File: src/hdl/catch_pkg.sv
/*
  Constants shared by the spinning motor speed search sequencer.
  Assumes a 10 MHz system clock and settings presented as plain integers.
*/
package catch_pkg;
  // ==========================================================================
  // Clock and time scaling
  // ==========================================================================
  localparam int unsigned CLK_HZ = 10000000;
  localparam int unsigned MS_PER_S = 1000;
  localparam logic [31:0] CYCLES_PER_MS = 32'(CLK_HZ / MS_PER_S);

  // ==========================================================================
  // Setting codes and defaults
  // ==========================================================================
  localparam logic [1:0] TRIG_ALWAYS = 2'h0;
  localparam logic [1:0] TRIG_TRIP_OR_POWER = 2'h1;
  localparam logic [1:0] TRIG_TRIP = 2'h2;
  localparam logic DIR_BIDIR = 1'h0;
  localparam logic DIR_UNIDIR = 1'h1;
  localparam logic [9:0] SEARCH_VOLTS_DEF = 10'h05a;   // 9.0 % in tenths.
  localparam logic [9:0] SEARCH_BOOST_DEF = 10'h190;   // 40.0 % in tenths.
  localparam logic [9:0] VOLTS_MAX = 10'h3e8;          // 100.0 % in tenths.
  localparam logic [9:0] BOOST_MAX = 10'h1f4;          // 50.0 % in tenths.
  localparam logic [15:0] SEARCH_TIME_MS_DEF = 16'h0bb8; // 3.000 s.
  localparam logic [15:0] REFLUX_TIME_MS_DEF = 16'h07d0; // 2.000 s.
  localparam logic [15:0] SEARCH_TIME_MS_MIN = 16'h0064;
  localparam logic [15:0] SEARCH_TIME_MS_MAX = 16'hea60;
  localparam logic [15:0] REFLUX_TIME_MS_MIN = 16'h0064;
  localparam logic [15:0] REFLUX_TIME_MS_MAX = 16'h2710;
  localparam logic [9:0] MIN_SPEED_DEF = 10'h005;      // 5 Hz.
  localparam logic [9:0] MIN_SPEED_MAX = 10'h1f4;      // 500 Hz.
endpackage

File: src/hdl/speed_search.sv
/*
  Speed search sequencer that restarts the inverter into a spinning
  induction motor: sweeps frequency down, detects regeneration, refluxes.
  Assumes all inputs synchronous to clk_sys and settings held steady during
  a search; frequencies are unsigned Hz, voltages in tenths of a percent.
*/
// Contract
// - Search only with induction motor selected.
// - Separate scalar and vector enables, default off.
// - Trigger mode: always, trip-or-powerup, trip.
// - Direction mode: bidirectional or single direction.
// - Scalar search voltage 0..100 %, default 9.
// - Scalar search sweep time 0.1..60 s.
// - Sweep frequency down from maximum with search voltage.
// - Motoring-to-regenerating ends search, captures frequency.
// - Below minimum speed: fail, ramp from zero.
// - Scalar reflux ramps voltage over set time.
// - Bidirectional retries reverse after first failure.
module speed_search #(
  parameter int unsigned FREQ_W = 10,
  parameter logic [9:0] MAX_FREQ = 10'h1f4
) (
  input wire logic clk_sys,
  input wire logic nrst,
  input wire logic start_req,
  input wire logic last_stop_uncontrolled,
  input wire logic first_start_after_power,
  input wire logic induction_motor_select,
  input wire logic vector_mode,
  input wire logic scalar_catch_enable,
  input wire logic vector_catch_enable,
  input wire logic [1:0] trigger_mode,
  input wire logic direction_mode,
  input wire logic setpoint_reverse,
  input wire logic [9:0] search_volts,
  input wire logic [9:0] search_boost,
  input wire logic [15:0] search_time_ms,
  input wire logic [FREQ_W-1:0] min_search_speed,
  input wire logic [15:0] reflux_time_ms,
  input wire logic regenerating,
  output logic searching,
  output logic refluxing,
  output logic [FREQ_W-1:0] search_freq,
  output logic search_reverse,
  output logic [9:0] volts_demand,
  output logic [9:0] boost_demand,
  output logic catch_done,
  output logic catch_ok,
  output logic catch_failed,
  output logic [FREQ_W-1:0] start_freq,
  output logic start_reverse
);
  // The sequence has three phases only: waiting for a start, sweeping the
  // frequency down, and bringing the flux back up at the found speed.
  // A failed sweep goes straight back to waiting; the drive's own ramp then
  // starts from zero, so no separate failure state is needed.
  typedef enum logic [1:0] {IDLE, SEARCH, REFLUX} state_e;

  // ==========================================================================
  // Helpers
  // ==========================================================================
  // Clamp a setting into its legal range; out-of-range writes are bounded.
  function automatic logic [15:0] clamp16(input logic [15:0] v, input logic [15:0] lo, input logic [15:0] hi);
    clamp16 = (v < lo) ? lo : ((v > hi) ? hi : v);
  endfunction

  function automatic logic [9:0] clamp10(input logic [9:0] v, input logic [9:0] hi);
    clamp10 = (v > hi) ? hi : v;
  endfunction

  // Sequencer state and the shared timebase.
  // The tick counter divides the system clock down to milliseconds, so all
  // user times are in whole milliseconds; sub-millisecond precision is traded
  // for a single narrow counter that serves every phase.
  state_e state;
  state_e next_state;
  logic [31:0] tick;
  logic [15:0] ms_cnt;
  logic second_pass;
  logic regen_prev;

  // ==========================================================================
  // Decoding
  // ==========================================================================
  // Vector mode uses its own enable and fixed defaults; the tuning inputs other than
  // direction_mode only shape the scalar sequence.
  wire logic scalar = !vector_mode;
  wire logic enabled = induction_motor_select && (scalar ? scalar_catch_enable : vector_catch_enable);
  wire logic [1:0] trig_eff = scalar ? trigger_mode : catch_pkg::TRIG_ALWAYS;
  wire logic trig_hit = (trig_eff == catch_pkg::TRIG_ALWAYS)
    || (trig_eff == catch_pkg::TRIG_TRIP_OR_POWER && (last_stop_uncontrolled || first_start_after_power))
    || (trig_eff == catch_pkg::TRIG_TRIP && last_stop_uncontrolled);
  wire logic launch = start_req && enabled && trig_hit;
  wire logic [9:0] volts_eff = scalar ? clamp10(search_volts, catch_pkg::VOLTS_MAX)
    : catch_pkg::SEARCH_VOLTS_DEF;
  wire logic [9:0] boost_eff = scalar ? clamp10(search_boost, catch_pkg::BOOST_MAX)
    : catch_pkg::SEARCH_BOOST_DEF;
  wire logic [15:0] stime = scalar ? clamp16(search_time_ms, catch_pkg::SEARCH_TIME_MS_MIN,
    catch_pkg::SEARCH_TIME_MS_MAX) : catch_pkg::SEARCH_TIME_MS_DEF;
  wire logic [15:0] rtime = scalar ? clamp16(reflux_time_ms, catch_pkg::REFLUX_TIME_MS_MIN,
    catch_pkg::REFLUX_TIME_MS_MAX) : catch_pkg::REFLUX_TIME_MS_DEF;
  wire logic [FREQ_W-1:0] min_eff = scalar
    ? FREQ_W'(clamp10(10'(min_search_speed), catch_pkg::MIN_SPEED_MAX))
    : FREQ_W'(catch_pkg::MIN_SPEED_DEF);
  wire logic ms_tick = (tick == catch_pkg::CYCLES_PER_MS - 32'h1);
  // One frequency step spreads the full sweep across the search time, but a step never lasts less than one millisecond.
  wire logic [31:0] step_ms = (32'(stime) / 32'(MAX_FREQ) == 32'h0) ? 32'h1 : 32'(stime) / 32'(MAX_FREQ);
  wire logic step = ms_tick && (32'(ms_cnt) + 32'h1 >= step_ms);
  wire logic regen_edge = regenerating && !regen_prev;
  wire logic below_min = (search_freq < min_eff);
  // Only a bidirectional setting earns the reverse pass; a single-direction
  // search ends at the first fall below the minimum speed.
  wire logic retry = below_min && !second_pass && (direction_mode == catch_pkg::DIR_BIDIR);
  wire logic reflux_end = ms_tick && (ms_cnt + 16'h1 >= rtime);
  // Voltage rises linearly from search level to full over the reflux time.
  wire logic [31:0] ramp_num = 32'(catch_pkg::VOLTS_MAX - volts_eff) * 32'(ms_cnt);
  wire logic [9:0] reflux_volts = volts_eff + 10'(ramp_num / 32'(rtime));

  // Next state selection.
  // Regeneration is tested before the minimum speed, so a catch found on the
  // very step that also crosses the minimum still counts as a success.
  always_comb begin
    next_state = state;
    unique case (state)
      IDLE: if (launch) next_state = SEARCH;
      SEARCH: begin
        if (regen_edge) next_state = REFLUX;
        else if (below_min && !retry) next_state = IDLE;
      end
      REFLUX: if (reflux_end) next_state = IDLE;
    endcase
  end

  // ==========================================================================
  // Sequencer registers
  // ==========================================================================
  // State, timebase and regeneration edge history.
  always_ff @(posedge clk_sys or negedge nrst) begin
    if (!nrst) begin
      state <= IDLE;
      tick <= 32'h0;
      regen_prev <= 1'b0;
    end else begin
      state <= next_state;
      tick <= (ms_tick || state != next_state) ? 32'h0 : tick + 32'h1;
      regen_prev <= regenerating;
    end
  end

  // Millisecond counter reused as step timer and reflux timer.
  // It restarts on every phase change, so the reflux time is measured from
  // the capture and not from the last sweep step.
  always_ff @(posedge clk_sys or negedge nrst) begin
    if (!nrst) begin
      ms_cnt <= 16'h0;
    end else if (state != next_state || (state == SEARCH && step)) begin
      ms_cnt <= 16'h0;
    end else if (ms_tick) begin
      ms_cnt <= ms_cnt + 16'h1;
    end
  end

  // Frequency sweep, direction and pass bookkeeping.
  always_ff @(posedge clk_sys or negedge nrst) begin
    if (!nrst) begin
      search_freq <= '0;
      search_reverse <= 1'b0;
      second_pass <= 1'b0;
    end else if (state == IDLE && launch) begin
      search_freq <= MAX_FREQ[FREQ_W-1:0];
      search_reverse <= setpoint_reverse;
      second_pass <= 1'b0;
    end else if (state == SEARCH && !regen_edge) begin
      if (retry) begin
        search_freq <= MAX_FREQ[FREQ_W-1:0];
        search_reverse <= !search_reverse;
        second_pass <= 1'b1;
      end else if (step && search_freq != '0) begin
        search_freq <= search_freq - FREQ_W'(1);
      end
    end
  end

  // Outputs, all registered.
  // Demands follow the next state so that they change on the same edge as
  // the phase flags; the voltage enters reflux with no dip to zero, but it starts
  // at the search level only when the step count left from the sweep is zero.
  always_ff @(posedge clk_sys or negedge nrst) begin
    if (!nrst) begin
      searching <= 1'b0;
      refluxing <= 1'b0;
      volts_demand <= 10'h0;
      boost_demand <= 10'h0;
      catch_done <= 1'b0;
      catch_ok <= 1'b0;
      catch_failed <= 1'b0;
      start_freq <= '0;
      start_reverse <= 1'b0;
    end else begin
      searching <= (next_state == SEARCH);
      refluxing <= (next_state == REFLUX);
      volts_demand <= (next_state == SEARCH) ? volts_eff
        : ((next_state == REFLUX) ? reflux_volts : 10'h0);
      boost_demand <= (next_state == SEARCH && scalar) ? boost_eff : 10'h0;
      catch_done <= (state != IDLE) && (next_state == IDLE);
      catch_ok <= (state == REFLUX) && reflux_end;
      catch_failed <= (state == SEARCH) && (next_state == IDLE);
      if (state == SEARCH && regen_edge) begin
        start_freq <= search_freq;
        start_reverse <= search_reverse;
      end else if (state == SEARCH && next_state == IDLE) begin
        start_freq <= '0;
        start_reverse <= setpoint_reverse;
      end
    end
  end
endmodule

File: config.mk
export PLATFORM = sky130hd
export DESIGN_NAME = speed_search
export DESIGN_NICKNAME = d
export VERILOG_FILES = /design/src/hdl/catch_pkg.sv /design/src/hdl/speed_search.sv
export SDC_FILE = /design/constraint.sdc
export NUM_CORES = 1
export LEC_CHECK = 0
export ABC_AREA = 0
export CORE_ASPECT_RATIO = 2
export CORE_MARGIN = 3
export CORE_UTILIZATION = 35
export DETAILED_ROUTE_END_ITERATION = 7
export DONT_BUFFER_PORTS = 1
export HOLD_SLACK_MARGIN = 0.15
export MAX_ROUTING_LAYER = met4
export PLACE_DENSITY = 0.5
export SYNTH_ARGS = -nofsm -noshare
export SYNTH_HDL_FRONTEND = slang
export SYNTH_SLANG_ARGS = --single-unit
File: constraint.sdc
create_clock -name clk_sys -period 93 [get_ports clk_sys]
set_input_delay 9.3 -clock clk_sys [delete_from_list [all_inputs] [get_ports clk_sys]]
set_output_delay 9.3 -clock clk_sys [all_outputs]
set_load 0.01 [all_outputs]
==> results.yml, run 1 <==
worst_setup_path:
  crit_type: "primary input to flop"
  cpMaxStageDelayCell: "or4_4"
  cp.arrival_ns: 89.64
  crit_top_cell: "o21a_1"
  setup.worst_path.start_class: "primary input"
  path_max_fanout: 21
  slowest_delay_ns: 0.56
  end_kind: "flop"
  required_ns: 93.26
place:
  port-buffer-count: 0
  hpwl_mm: 106
  place.gp.congestion: 0.974
  placedCellCount: 6081
logic_synthesis:
  synth-seq-cells: 99
  yosys.cell_count.top_type: "ha_1"
  synth_edf_count: 0
  synth_commonest_cells: "ha_1 (502), nor2_1 (442), nand2_1 (431), a21oi_1 (309), inv_1 (263)"
  syn_inst: 4620
  synth_area_um2: 34600
  synthArstFlopShare_pct: 100
  synth_ff_type: "dfrtp_1"
  synth_top_area_share_pct: 18.2
  ys_types: 129
  synthTopCellsByArea: "ha_1 (18%), fa_1 (7.4%), dfrtp_1 (7.2%)"
  synth_top_area_cell: "ha_1"
  ys_warn_count: 0
  yosysSeqAreaShare_pct: 7.17
  syn_avg_cell_area_um2: 7.48
sta:
  rsz0062_at_grt: "yes"
  period_minus_slack_ns: 89.37
  finalHoldViolations: 0
  clock_skew_ns: 0.00924
  slew_headroom_pct: 10.2
  setup_violations: 0
  tightest_slew_ns: 1.34
  slew_viol_final: 0
  timing.fmax_mhz: 11.2
  post-route-period-util_pct: 96.1
die:
  die_area_um2: 103000
  io_pins: 123
  die_y_um: 450
  die_x_um: 228
  initial_core_util_pct: 35.4
  core_um2: 97700
  rows: 162
outcome:
  outcome: "complete, no violations"
clocking:
  cts_root_buf: "clkbuf_16"
  ctsHtreeMaxLevel: 3
  cts_tree: "yes"
  insertion_delay_ns: 0.37
  hold_buffers: 0
  numCtsBuffers: 9
  clk_pin_slew_ns: 0.08
  cts_buffer_depth: 2
  clock_sinks: 99
route:
  drt_pass1_iterations: 5
  wl_per_cell_um: 21.0
  wl_mm: 131
  drc_errors: 0
  via_per_inst: 5.75
  antenna_left: 0
  vias: 35860
  drt_iter0_drc: 1597
global_route:
  track_usage_pct: 24.8
  grt_antenna_before_repair: 0
  grt_first_pass_wirelength_mm: 197
  grt_remaining_overflow: 0
  grt_pass1_vias: 36607
  grt_max_degree: 100
finish:
  fillers: 10180
  finalNetCount: 5623
  area_delta_synth_final_pct: 19.2
  multi_input_area_um2: 32700
  diodes: 0
  final_cells: 6235
  layout-drive-gt1-share_pct: 19.2
  regArea_um2: 2480
min_path:
  hp-class: "flop to flop"
run:
  cap_viol_max_count: 0
-- layout make-up --
type                       instances  area share [%]
multi-input combinational       4155            79.3
timing repair buffer             384            7.54
sequential                        99            6.01
tap                             1312            3.99
inverter                         269            2.49
clock buffer                       9           0.547
clock inverter                     7           0.149
-- layout by cell type (no fill, tap or decap), types with 41 or more instances in the layout --
cell,n
xor2_1,114
o21a_1,208
o31ai_1,67
nor2b_1,49
nor3_1,220
or2_2,63
dfrtp_1,99
xnor2_1,162
a21o_1,102
nand2_1,418
a21oi_2,52
and2_1,94
inv_1,259
buf_4,354
ha_1,458
o21ai_1,41
or3_1,42
and3_1,49
a21oi_1,247
nand2b_1,59
o21ai_0,170
fa_1,126
nand3_1,96
nor2_1,405
mux2_2,86
nand4_1,60
-- metal layers --
metal	vias up	global-route usage (%)	wire length, um
met1	17294	21.2	42800
met5	-	-	0
met3	377	1.54	3540
met4	0	15.2	9910
li1	17367	-	-
met2	822	51.0	74500
-- per-stage QoR --
stage | cell area (um2) | utilization (%) | hold slack (ns) | worst slack, ns | TNS [ns]
finish | 41200 | 42.2 | 0.464 | 3.63 | 0
CTS | 38500 | 39.4 | 0.466 | 0.0192 | 0
global route | 41200 | 42.2 | 0.471 | -0.666 | -1.53
detailed placement | 37900 | 38.8 | 0.454 | -2.06 | -12.09
global placement | 37900 | 38.8 | 0.455 | -1.01 | -2.73
floorplan | 35100 | - | 0.425 | 0.0152 | 0
-- registers in the layout, indices dropped and copies added (netlist names) --
register        count
refluxing           1
state               2
second_pass         1
tick               32
start_reverse       1
start_freq         10
catch_done          1
catch_ok            1
boost_demand       10
searching           1
regen_prev          1
volts_demand       10
ms_cnt             16
search_freq        10
search_reverse      1
catch_failed        1
-- worst max-delay path, delay by kind of cell --
| kind | cells | cell delay [ns] |
|---|---|---|
| mux | 8 | 2.46 |
| compound gates | 251 | 45.41 |
| buf+inv | 28 | 3.25 |
| fa+ha+maj | 34 | 10.53 |
| simple gates | 110 | 18.14 |
| xor+xnor | 2 | 0.31 |
-- path summary, 6_finish.rpt --
path | startpoint | to | slack, ns | cells past startpoint
worst max-delay path | search_volts[0] | volts_demand[8] | 3.63 | 433
max in group asynchronous | nrst | boost_demand[2] | 84.15 | 0
worst min register to register | tick[0] | tick[0] | 0.46 | 1
worst min-delay path | tick[0] | tick[0] | 0.46 | 1
min in group asynchronous | nrst | start_freq[4] | 8.62 | 0
worst max register to register | ms_cnt[7] | volts_demand[8] | 13.27 | 426
-- cell families (layout without fill, tap and decap cells) --
logic type               count (synthesis)  after routing  synth area share [%]
AO/OA/AOI/OAI                         1295           1296                  25.5
XOR/XNOR                               279            279                  7.09
adder cells (fa/ha/maj)                631            631                  25.6
buffers and inverters                  406            669                  4.61
flip-flops                              99             99                  7.17
multiplexers                           146            146                  4.79
other                                    2             40                0.0217
AND/OR/NAND/NOR                       1762           1763                  25.2
-- what timing repair did --
item,in CTS,in global routing
pin swaps,15,211
gates resized for setup,46,347
buffers inserted,14,117
cloned,1,6
endpoints found under the setup margin,10,10
Power of run 1 is left out: the tool's default activity adds up to more than one toggle a clock period on the data nets, which glitch-free logic cannot reach.
==> run 2, diff against run 1 <==
- PLACE_DENSITY: 0.5 -> 0.48
- clock period: 93 -> 115 ns (I/O delays scaled with it)
==> run 2 against run 1 <==
Sequential share of layout area up 0.74 points. Via count fell by 3.9%. Register-to-register slack improved by 7.5 ns. Critical path depth is 3 higher. Critical endpoint is now volts_demand[9]. Highest routed layer unchanged.
==> results.yml, run 2 (synthesis results as in run 1) <==
clocking:
  clock_sinks: 99
  cts_tree: "yes"
  ctsHtreeMaxLevel: 3
  cts_buffer_depth: 2
  cts_root_buf: "clkbuf_16"
  clk_pin_slew_ns: 0.08
  numCtsBuffers: 9
  hold_buffers: 0
  insertion_delay_ns: 0.40
sta:
  slew_viol_final: 0
  post-route-period-util_pct: 93.0
  worst_slack_ns: 8.04
  setup_tns_ns: 0
  rsz0062_at_grt: "no"
  setup_violations: 0
  clock_skew_ns: 0.0168
  slew_headroom_pct: 8.27
  tightest_slew_ns: 1.36
  timing.fmax_mhz: 9.35
  period_minus_slack_ns: 106.96
  finalHoldViolations: 0
place:
  port-buffer-count: 0
  hpwl_mm: 101
  place.gp.congestion: 0.912
  post-place-ws_ns: 2.47
min_path:
  min-delay-start: "tick[0]"
  hold_depth: 1
  hp-class: "flop to flop"
  min_to: "tick[0]"
die:
  die_area_um2: 103000
  io_pins: 123
  initial_core_util_pct: 35.4
  rows: 162
  die_x_um: 228
  die_y_um: 450
  core_um2: 97700
finish:
  multi_input_area_um2: 30800
  utilization_pct: 37.5
  layout-drive-gt1-share_pct: 7.54
  layout_commonest_cell: "ha_1"
  fillers: 10443
  reg.largest.list: "tick (32), ms_cnt (16)"
  largest_reg_flops: 32
  finalNetCount: 5291
  regArea_um2: 2480
  final_cell_mix: "ha_1 (502), nor2_1 (440), nand2_1 (428), a21oi_1 (304), inv_1 (262)"
  area_delta_synth_final_pct: 6.06
  top_register: "tick"
route:
  drt_pass1_iterations: 5
  wl_per_cell_um: 20.6
  drc_errors: 0
  drt_iter0_drc: 1379
  antenna_left: 0
  wl_mm: 122
  via_per_inst: 5.84
  vias: 34479
global_route:
  grt_antenna_before_repair: 1
  grt_remaining_overflow: 0
  grt_first_pass_wirelength_mm: 190
  track_usage_pct: 23.6
  grt_pass1_vias: 35545
  grt_max_degree: 100
worst_setup_path:
  r2r_start: "ms_cnt[7]"
  slowest_delay_ns: 0.56
  path_max_fanout: 34
  required_ns: 115.30
  crit_type: "primary input to flop"
  cp.arrival_ns: 107.26
  r2r.worst_path.cells: 426
  setup.worst_path.start_class: "primary input"
  cpMaxStageDelayCell: "fa_1"
  rrSetupSlack_ns: 20.78
  crit_top_cell: "o21a_1"
  end_kind: "flop"
  r2r-end: "volts_demand[9]"
outcome:
  outcome: "complete, no violations"
run:
  cap_viol_max_count: 0
## run 2: critical path, delay by kind of cell
family / cells / cell delay (ns)
AOI/OAI and AO/OA: 266 / 56.34
muxes: 4 / 1.09
xor gates and xnor gates: 2 / 0.70
buffers and inverters: 24 / 4.27
adders and majority gates: 35 / 11.62
and+or+nand+nor: 105 / 21.47
## run 2: worst max-delay path by stage
stage	to	startpoint	slack, ns	depth (start not counted)
after floorplan	volts_demand[9]	vector_mode	13.85	476
after global placement	volts_demand[9]	search_volts[9]	4.15	437
after detailed placement	volts_demand[9]	search_volts[9]	2.47	433
after CTS	volts_demand[9]	search_volts[9]	2.63	432
after global routing	volts_demand[9]	search_volts[9]	0.05	437
final	volts_demand[9]	search_volts[9]	8.04	436
## run 2: layer usage
layer | routed length (um) | GRT usage (%)
met5 | 0 | -
met4 | 7070 | 12.4
met3 | 2870 | 1.26
met2 | 70700 | 49.0
met1 | 41100 | 20.9
## run 2: per-stage QoR
step	cell area [um2]	hold slack, ns	cells
after CTS	36400	0.456	5891
after global routing	36700	0.478	5904
final	36700	0.453	5904
after global placement	36200	0.442	5875
after detailed placement	36200	0.445	5875
after floorplan	34700	0.425	4658
## run 2: what timing repair did
action,in CTS,in global routing
endpoints found under the setup margin,0,10
resized for setup,0,29
setup buffers,0,9
## run 2: final cells by class
cell class                 instances  share of cell area [%]
multi-input combinational       4155                    84.1
inverter                         269                    2.77
sequential                        99                    6.76
timing repair inverter             1                  0.0137
tap                             1312                    4.48
clock inverter                     6                   0.154
clock buffer                      10                   0.625
timing repair buffer              51                    1.04
antenna                            1                 0.00683
Power of run 2 is left out for the same reason.
